--- src/logic/rhs_defs.vh ---
// Purpose: Shared constants for the reset and hibernate sequencer.
// Assumes: Core clock of 20 MHz.
// Notes:   Times in their own units; cycle counts derived from them.
`ifndef RHS_DEFS_VH
`define RHS_DEFS_VH

`define RHS_CLK_HZ           20000000
// Hardware wake-up after reset release, ms
`define RHS_T_HW_WAKE_MS     25
// Crystal settling, firmware start and calibration, ms
`define RHS_T_INIT_XTAL_MS   1350
// Firmware start and calibration with external slow clock, ms
`define RHS_T_INIT_EXT_MS    250
// Wake from hibernate, ms
`define RHS_T_WAKE_HIB_MS    50
// Extra calibration after large temperature shift, ms
`define RHS_T_RECAL_MS       200
// Shortest hibernate pulse not flagged as short; shorter pulses still enter hibernate, ms
`define RHS_T_HIB_MIN_MS     10
`define RHS_MS_CYC           (`RHS_CLK_HZ / 1000)

// Phase codes (one-hot)
`define RHS_ST_W             6
`define RHS_ST_OFF           6'h01
`define RHS_ST_HWWAKE        6'h02
`define RHS_ST_INIT          6'h04
`define RHS_ST_READY         6'h08
`define RHS_ST_HIB           6'h10
`define RHS_ST_HIBWAKE       6'h20

`endif

--- src/logic/rhs_timer.v ---
// Purpose: Down counter that times one sequencer phase.
// Assumes: Load wins over counting.
// Notes:   done is high while the count stands at zero.
`timescale 1ns/100ps
module rhs_timer #(
  parameter W = 32
) (
  // Clock and reset
  input  wire         core_clk,
  input  wire         rst_n,
  // Control
  input  wire         load,
  input  wire [W-1:0] load_val,
  // Status
  output wire         done
);

  reg [W-1:0] cnt_q;

  always @(posedge core_clk) begin
    if (!rst_n) begin
      cnt_q <= {W{1'b0}};
    end else if (load) begin
      cnt_q <= load_val;
    end else if (cnt_q != {W{1'b0}}) begin
      cnt_q <= cnt_q - {{(W-1){1'b0}}, 1'b1};
    end
  end

  assign done = (cnt_q == {W{1'b0}});

endmodule

--- src/logic/rhs_sequencer.v ---
// Overview of operation
// - With a slow crystal, wake-up is 25 ms then 1.35 s of initialization.
// - With an external slow clock, initialization is 250 ms after wake-up.
// - After hibernate release the device is ready after 50 ms.
// - Wake from hibernate takes 200 ms longer after a large temperature shift.
// - The slow oscillator keeps running during hibernate by default.
// - The device uses a 32.768 kHz slow clock and a 40 MHz fast clock.
// - The device drives an enable for an external fast oscillator.
//
// Purpose: Reset, hibernate entry and wake-up sequencer of the device.
// Assumes: All inputs synchronous to core_clk; rst_n is the core reset.
// Notes:   Phase lengths are parameters so simulation can shorten them.
`timescale 1ns/100ps
`include "rhs_defs.vh"
module rhs_sequencer #(
  parameter HW_WAKE_CYC   = `RHS_T_HW_WAKE_MS   * `RHS_MS_CYC,
  parameter INIT_XTAL_CYC = `RHS_T_INIT_XTAL_MS * `RHS_MS_CYC,
  parameter INIT_EXT_CYC  = `RHS_T_INIT_EXT_MS  * `RHS_MS_CYC,
  parameter WAKE_HIB_CYC  = `RHS_T_WAKE_HIB_MS  * `RHS_MS_CYC,
  parameter RECAL_CYC     = `RHS_T_RECAL_MS     * `RHS_MS_CYC,
  parameter HIB_MIN_CYC   = `RHS_T_HIB_MIN_MS   * `RHS_MS_CYC
) (
  // Clock and reset
  input  wire core_clk,
  input  wire rst_n,
  // Host control lines
  input  wire device_reset_n,
  input  wire hibernate_request_n,
  input  wire orderly_stop_request,
  // Board and environment straps
  input  wire ext_slow_clk_sel,
  input  wire slow_osc_off_in_hib,
  input  wire temp_shift_flag,
  // Status and clock control
  output reg  device_ready,
  output reg  fast_osc_enable,
  output reg  slow_osc_enable,
  output reg  hibernated,
  output reg  stop_ack,
  output reg  short_hib_seen
);

  localparam TW = 32;

  // One-hot phase codes
  localparam [`RHS_ST_W-1:0] PH_OFF     = `RHS_ST_OFF;
  localparam [`RHS_ST_W-1:0] PH_HWWAKE  = `RHS_ST_HWWAKE;
  localparam [`RHS_ST_W-1:0] PH_INIT    = `RHS_ST_INIT;
  localparam [`RHS_ST_W-1:0] PH_READY   = `RHS_ST_READY;
  localparam [`RHS_ST_W-1:0] PH_HIB     = `RHS_ST_HIB;
  localparam [`RHS_ST_W-1:0] PH_HIBWAKE = `RHS_ST_HIBWAKE;

  reg [`RHS_ST_W-1:0] st_q;
  reg [`RHS_ST_W-1:0] st_d;
  reg                 ld;
  reg [TW-1:0]        ld_val;
  reg [TW-1:0]        init_len;
  reg [TW-1:0]        wake_len;
  reg                 recal_q;
  reg [TW-1:0]        hib_cnt_q;
  wire                t_done;
  wire                ready_d;
  wire                fast_osc_d;
  wire                slow_osc_d;
  wire                hib_d;
  wire                stop_ack_d;

  rhs_timer #(
    .W (TW)
  ) u_timer (
    .core_clk (core_clk),
    .rst_n    (rst_n),
    .load     (ld),
    .load_val (ld_val),
    .done     (t_done)
  );

  ////////////////////////////////////////////////////////////////////////////
  // Phase lengths

  // Boot initialization depends on how the slow clock is supplied
  always @* begin
    init_len = INIT_XTAL_CYC[TW-1:0];
    if (ext_slow_clk_sel) begin
      init_len = INIT_EXT_CYC[TW-1:0];
    end
  end

  // Extra calibration time after a big temperature change
  always @* begin
    wake_len = WAKE_HIB_CYC[TW-1:0];
    if (recal_q) begin
      wake_len = WAKE_HIB_CYC[TW-1:0] + RECAL_CYC[TW-1:0];
    end
  end

  ////////////////////////////////////////////////////////////////////////////
  // Phase sequencing

  always @* begin
    st_d   = st_q;
    ld     = 1'b0;
    ld_val = {TW{1'b0}};
    if (!device_reset_n) begin
      // Reset pulse width is the host's duty; any low restarts
      st_d = PH_OFF;
    end else begin
      case (st_q)
        PH_OFF: begin
          st_d   = PH_HWWAKE;
          ld     = 1'b1;
          ld_val = HW_WAKE_CYC[TW-1:0];
        end
        PH_HWWAKE: begin
          if (t_done) begin
            st_d   = PH_INIT;
            ld     = 1'b1;
            ld_val = init_len;
          end
        end
        PH_INIT, PH_HIBWAKE: begin
          if (!hibernate_request_n) begin
            st_d = PH_HIB;
          end else if (t_done) begin
            st_d = PH_READY;
          end
        end
        PH_READY: begin
          if (!hibernate_request_n) begin
            st_d = PH_HIB;
          end
        end
        PH_HIB: begin
          if (hibernate_request_n) begin
            st_d   = PH_HIBWAKE;
            ld     = 1'b1;
            ld_val = wake_len;
          end
        end
        default: begin
          st_d = PH_OFF;
        end
      endcase
    end
  end

  always @(posedge core_clk) begin
    if (!rst_n) begin
      st_q <= PH_OFF;
    end else begin
      st_q <= st_d;
    end
  end

  ////////////////////////////////////////////////////////////////////////////
  // Temperature latch and hibernate pulse width watch

  always @(posedge core_clk) begin
    if (!rst_n) begin
      recal_q        <= 1'b0;
      hib_cnt_q      <= {TW{1'b0}};
      short_hib_seen <= 1'b0;
    end else begin
      // Set wins; consumed when a wake loads its length, so a shift seen
      // while waking is kept for the next wake
      if (temp_shift_flag) begin
        recal_q <= 1'b1;
      end else if (st_q == PH_HIB && st_d == PH_HIBWAKE) begin
        recal_q <= 1'b0;
      end
      if (!hibernate_request_n) begin
        if (hib_cnt_q != HIB_MIN_CYC[TW-1:0]) begin
          hib_cnt_q <= hib_cnt_q + {{(TW-1){1'b0}}, 1'b1};
        end
      end else begin
        hib_cnt_q <= {TW{1'b0}};
      end
      // Flags a hibernate pulse below the minimum width; sticky to reset
      if (st_q == `RHS_ST_HIB && hibernate_request_n &&
          hib_cnt_q != HIB_MIN_CYC[TW-1:0]) begin
        short_hib_seen <= 1'b1;
      end
    end
  end

  ////////////////////////////////////////////////////////////////////////////
  // Next values of the outputs

  // Host waits on this before any traffic
  assign ready_d    = (st_d == PH_READY);
  // Fast oscillator runs only when the core is awake, to save power
  assign fast_osc_d = (st_d != PH_OFF) &&
                      (st_d != PH_HIB);
  // The slow clock keeps the real-time counter alive, so it stays on
  // through hibernate unless the board strap stops it
  assign slow_osc_d = (st_d != PH_OFF) &&
                      !((st_d == PH_HIB) &&
                        slow_osc_off_in_hib);
  assign hib_d      = (st_d == PH_HIB);
  // Acknowledge the stop so the host may toggle reset
  assign stop_ack_d = orderly_stop_request &&
                      (st_q == PH_READY);

  ////////////////////////////////////////////////////////////////////////////
  // Registered outputs

  always @(posedge core_clk) begin
    if (!rst_n) begin
      device_ready    <= 1'b0;
      fast_osc_enable <= 1'b0;
      slow_osc_enable <= 1'b0;
      hibernated      <= 1'b0;
      stop_ack        <= 1'b0;
    end else begin
      device_ready    <= ready_d;
      fast_osc_enable <= fast_osc_d;
      slow_osc_enable <= slow_osc_d;
      hibernated      <= hib_d;
      stop_ack        <= stop_ack_d;
    end
  end

endmodule

--- config.mk ---
export PLATFORM = sky130hd
export DESIGN_NAME = rhs_sequencer
export DESIGN_NICKNAME = d
export VERILOG_FILES = /design/src/logic/rhs_timer.v /design/src/logic/rhs_sequencer.v
export VERILOG_INCLUDE_DIRS = /design/src /design/src/logic
export SDC_FILE = /design/constraint.sdc
export NUM_CORES = 1
export LEC_CHECK = 0
export ABC_AREA = 0
export CAP_MARGIN = 20
export CORE_MARGIN = 2
export CORE_UTILIZATION = 35
export DETAILED_ROUTE_END_ITERATION = 7
export DONT_BUFFER_PORTS = 1
export MAX_ROUTING_LAYER = met4
export SKIP_CTS_REPAIR_TIMING = 1
export SYNTH_ARGS = -nofsm -noshare
export SYNTH_HDL_FRONTEND = slang
export SYNTH_SLANG_ARGS = --single-unit
--- constraint.sdc ---
create_clock -name core_clk -period 2.25 [get_ports core_clk]
set_input_delay 0.1125 -clock core_clk [delete_from_list [all_inputs] [get_ports core_clk]]
set_output_delay 0.1125 -clock core_clk [all_outputs]
set_load 0.01 [all_outputs]
## After elaboration in Yosys (flattened, before gate mapping)

Cells that the tools add are included.
W data, S select, Z words.

| operators by class | value |
|---|---|
| add/sub/neg operators | 2 |
| eq/ne operators | 12 |
| mux-type cells | 21 |
| bitwise operators | 1 |
| reduce and logical (&&, ||, !) cells | 14 |

Operators by type and width:

| kind | number |
|---|---|
| $mux W32 | 5 |
| $pmux W32 S3 | 1 |
| $mux W6 | 6 |
| $add A32 B1 Y32 const B | 1 |
| $logic_not A32 Y1 | 1 |
| $ne A32 B18 Y1 const B | 1 |
| $reduce_bool A32 Y1 | 1 |
| $sub A32 B1 Y32 const B | 1 |
| $pmux W6 S5 | 1 |
| $mux W25 | 1 |
| $mux W23 | 1 |
| $eq A6 B4 Y1 const B | 2 |
| $eq A6 B5 Y1 const B | 2 |
| $eq A6 B6 Y1 const B | 2 |
| $logic_and A1 B1 Y1 | 7 |
| $eq A6 B1 Y1 const B | 1 |
| $eq A6 B2 Y1 const B | 1 |
| $eq A6 B3 Y1 const B | 1 |
| $ne A6 B1 Y1 const B | 1 |
| $ne A6 B5 Y1 const B | 1 |
| $mux W1 | 5 |
| $reduce_bool A2 Y1 | 2 |
| $reduce_or A2 Y1 | 2 |
| $pmux W1 S3 | 1 |
| other kinds (2) | 2 |

| word-level totals | value |
|---|---|
| register bits | 77 |
| output and inout port bits | 6 |

## Longest topological paths before layout

| logic depth | value |
|---|---|
| word-level depth | 9 |
| mapped depth | 10 |

## Modules after synthesis

A second synthesis with hierarchy kept.

| second synthesis, totals | value |
|---|---|
| cell total of the unflattened synthesis | 484 |
| area, all modules | 3990.1 µm² |

By module, submodules not included:

| module | times used | cells an instance | area each (µm²) | seq. area each (µm²) |
|---|---|---|---|---|
| rhs_sequencer | 1 | 279 | 2297.2 | 900.9 |
| rhs_timer | 1 | 205 | 1692.9 | 640.6 |

## Worst setup path after synthesis

OpenSTA, ideal clock, no wires.

| path | value |
|---|---|
| path kind | register to register |
| from | register u_timer.cnt_q[24] |
| to | register u_timer.cnt_q[9] |
| library setup time | 0.118 ns |
| arrival | 2.316 ns |
| setup slack | -0.184 ns |
| stages on the path, launching flop included | 9 |
| cells stage by stage | dfxtp_1 > or4_4 > or3_1 > buf_2 > or3_1 > buf_2 > nor3_4 > a21boi_0 > o2111a_1 |

| on the way | value |
|---|---|
| word-level cells in the longest chain between the ends | 5 |
| elaborated cells between the ends (all ways) | 10 |
| those cells by class | 7 x mux; 3 x reduce/logical |

Ends and longest elaborated chain:

| what | RTL line | text |
|---|---|---|
| from (decl) | rhs_timer.v:18 | `reg [W-1:0] cnt_q;` |
| from (signal assigned) | rhs_timer.v:22 | `cnt_q <= {W{1'b0}};` |
| from (signal assigned) | rhs_timer.v:24 | `cnt_q <= load_val;` |
| from (signal assigned) | rhs_timer.v:26 | `cnt_q <= cnt_q - {{(W-1){1'b0}}, 1'b1};` |
| $logic_not A32 Y1 | rhs_timer.v:30 | `assign done = (cnt_q == {W{1'b0}});` |
| $mux W32 or $mux W1 (tied branches) | rhs_sequencer.v:115 | `if (t_done) begin` |
| $pmux W32 S3 or $pmux W1 S3 (tied branches) | rhs_sequencer.v:108 | `case (st_q)` |
| $mux W32 or $mux W1 (tied branches) | rhs_sequencer.v:104 | `if (!device_reset_n) begin` |
| $mux W32 or $reduce_bool A2 Y1 (tied branches) | - |  |

Parallel ways exist; a longest one is shown, timed or not.
A chain may end at the register's enable or synchronous reset.

## Worst setup path after layout

| path | value |
|---|---|
| from | register u_timer.cnt_q[24] |
| to | register u_timer.cnt_q[16] |

Same word-level chain as after synthesis.

==> run_results.csv <==
group,metric,value,unit
status,outcome,"finished, violations left",
status,violations,"hold timing, setup timing",
power_and_ir_drop,seq_power_share,0.472,
floorplanning,dieArea,11500,um^2
floorplanning,io_pins,14,
floorplanning,row_count,37,
timing,worst_pin_slew,605,ps
place,place_area,4190,um^2
finish,postLayoutCoreUtil,0.436,
finish,nets,511,
worst_hold_path,hp-class,"in -> reg",
clocking,htree_num_levels,3,
detailed_routing,first_iter_violations,230,
yosys,synth_most_common_cell,"dfxtp_1",
yosys,synthXorXnorAreaFrac,0.120,
clocking,cts_tree,"yes",
detailed_routing,drt-total-wl,8740,um
place,hpwl,6270,um
finish,final_cells,639,
grt,grt_pass1_wl,14400,um
grt,grt_usage,0.161,
place,dp_cells,616,
finish,syn_to_final_growth,20.8,%
critical_path,start_kind,"flip-flop",
floorplanning,die_y,107,um
yosys,syn_area,3720,um^2
timing,finalSetupViolCount,16,
clocking,numCtsBuffers,9,
timing,fin_ws,-96.0,ps
finish,fillCellCount,1019,
clocking,path_clk_slew,80,ps
clocking,clockBufferDepth,2,
detailed_routing,drc,0,
grt,grt_pass1_vias,3108,
yosys,synth_top_family_by_area,"simple AND/OR/NAND/NOR gates",
yosys,synth-seq-cells,77,
timing,period_share,1.04,
clocking,cts_sinks,77,
yosys,synth_cell_type_count,50,
yosys,synth_compound_area_frac,0.109,
yosys,yosys.area.top_type,"dfxtp_1",
yosys,synth_seq_area_share,0.414,
finish,stdcell_area,4500,um^2
yosys,ys.flop_type,"dfxtp_1",
timing,period_minus_slack,2350,ps
grt,antenna_found_initial,0,
timing,fmax,426,MHz
timing,finClkSkew,12.6,ps
critical_path,critPathCaptureType,"flip-flop",
yosys,synth_edf_count,0,
power_and_ir_drop,clkPwrFrac,0.276,
detailed_routing,dr.pass1.iters,5,
yosys,synth.area.top_cells,"dfxtp_1 (41%), nor2_1 (7.6%), xor2_1 (7.1%)",
critical_path,path_class,"reg -> reg",
critical_path,r2r_slack,-100,ps
clocking,worstSkewPairLatency,350,ps
grt,grt_max_degree,33,
detailed_routing,vias_per_cell,5.11,
yosys,synth_top_cell_area_share,0.414,
timing,rsz0062_at_grt,"yes",
yosys,synthCells,450,
job,drv_cap,0,
yosys,syn_avg_cell_area,8.27,um^2
finish,n_antenna_cell,0,
power_and_ir_drop,power_frac_comb,0.252,
floorplanning,die_w,107,um
timing,final_hold_viol_count,1,
yosys,yosysWarnings,0,
yosys,synthMuxAreaShare,0,
detailed_routing,drtAntennaViolNets,0,
critical_path,required,2470,ps
grt,grt-ovfl-total,0,
yosys,synth_common_cells,"dfxtp_1 (77), nor2_1 (75), nand2_1 (44), xor2_1 (30), a21oi_1 (22)",
power_and_ir_drop,power.density,723,nW/um^2
timing,holdWs,-0.753,ps
power_and_ir_drop,p_leak,1.68,nW
clocking,root_buffer,"clkbuf_8",
timing,drv_slew,0,
place,place.gp.congestion,0.884,
timing,max_slew_margin,0.595,
yosys,synth-simple-area-share,0.316,
power_and_ir_drop,vdd_drop_max,0.000324,V
floorplanning,core-area,10300,um^2
yosys,syn-num-nets,462,
finish,drive_gt1_frac,0.167,
power_and_ir_drop,switchingPower,0.00100,W
floorplanning,initial_core_util,0.361,
power_and_ir_drop,intPower,0.00225,W
place,port_buffers,0,
power_and_ir_drop,p_sw_frac,0.308,
detailed_routing,vias,3263,
critical_path,critPathArrivalTime,2560,ps
yosys,async_reset_ff_frac,0,
detailed_routing,wire_per_inst,13.7,um
critical_path,crit_path_max_fanout,5,
yosys,synth_fa_ha_area_frac,0.0134,
[flip-flops by register name, summed over array words and instances (netlist names)]
register,cells
stop_ack,1
hibernated,1
device_ready,1
hib_cnt_q,32
fast_osc_enable,1
u_timer.cnt_q,32
recal_q,1
st_q,6
short_hib_seen,1
slow_osc_enable,1
[power by group through the flow]
stage	Clock, W	Sequential [W]	Combinational (W)
6_report	0.000898	0.00153	0.000819
5_1_grt	0.000990	0.00155	0.000896
4_1_cts	0.000933	0.00153	0.000777
3_5_place_dp	0	0.00156	0.000772
3_3_place_gp	0	0.00156	0.000766
2_1_floorplan	0	0.00155	0.000539
[critical path: stages, from the launching register on]
cell	delay, ps
dfxtp_2	330
or4_4	530
or3_4	340
buf_4	170
nor4_4	250
a21boi_4	150
a2111oi_4	370
a211oi_1	90
[cell usage in the layout, fill, tap and decap left out, drive strengths merged, types with 4 or more instances in the layout]
cell         Yosys  layout
or3             11      11
o211ai           5       5
a211oi           4       4
nor4b            5       5
dlygate4sd3      0       5
nor3            17      17
and4             4       4
xor2            30      30
buf              6      48
nand2           44      44
o21ai           15      15
or4              4       4
xnor2           21      21
and2             4       4
nor4            17      17
nand3           19      19
clkbuf           9      13
nor2            75      75
a21oi           22      22
nand4           10      10
and3             9       9
dfxtp           77      77
ha               4       4
inv              9       9
[logic make-up after synthesis]
| logic type | Yosys count |
|---|---|
| simple gates | 231 |
| xor+xnor | 51 |
| compound gates | 63 |
| buf+inv | 24 |
| fa+ha+maj | 4 |
| flops | 77 |
[worst paths after layout]
check               startpoint                end  cells after the start
max          u_timer.cnt_q[24]  u_timer.cnt_q[16]                      7
min             device_reset_n            recal_q                      3
max reg2reg  u_timer.cnt_q[24]  u_timer.cnt_q[16]                      7
min reg2reg      hib_cnt_q[31]      hib_cnt_q[31]                      2
[per-stage QoR]
step | hold WS [ps] | total power [W] | setup slack [ps] | setup TNS [ps]
3_3_place_gp | 205 | 0.00233 | -172 | -1150
6_report | -0.753 | 0.00325 | -96.0 | -863
5_1_grt | 8.51 | 0.00343 | -203 | -2430
3_5_place_dp | 217 | 0.00234 | -156 | -1850
2_1_floorplan | 204 | 0.00209 | -156 | -1440
4_1_cts | -155 | 0.00324 | -197 | -2380
[routing by layer]
metal	wire length, um	GRT usage	vias up	part of all wire
met5	0	-	-	0
met4	108	0.0649	0	0.012
met3	287	0.0353	8	0.033
met2	3920	0.243	48	0.45
met1	4430	0.210	1535	0.51
li1	-	-	1672	-
[cell type report]
class	instances	area (um^2)	area share
timing repair buffer	53	430	0.0957
sequential	77	1540	0.343
inverter	9	33.8	0.00751
clock buffer	13	149	0.0331
tap	136	170	0.0378
clock inverter	2	10.0	0.00222
multi-input combinational	349	2160	0.481
No activity file was read; power rests on OpenSTA's default activity.
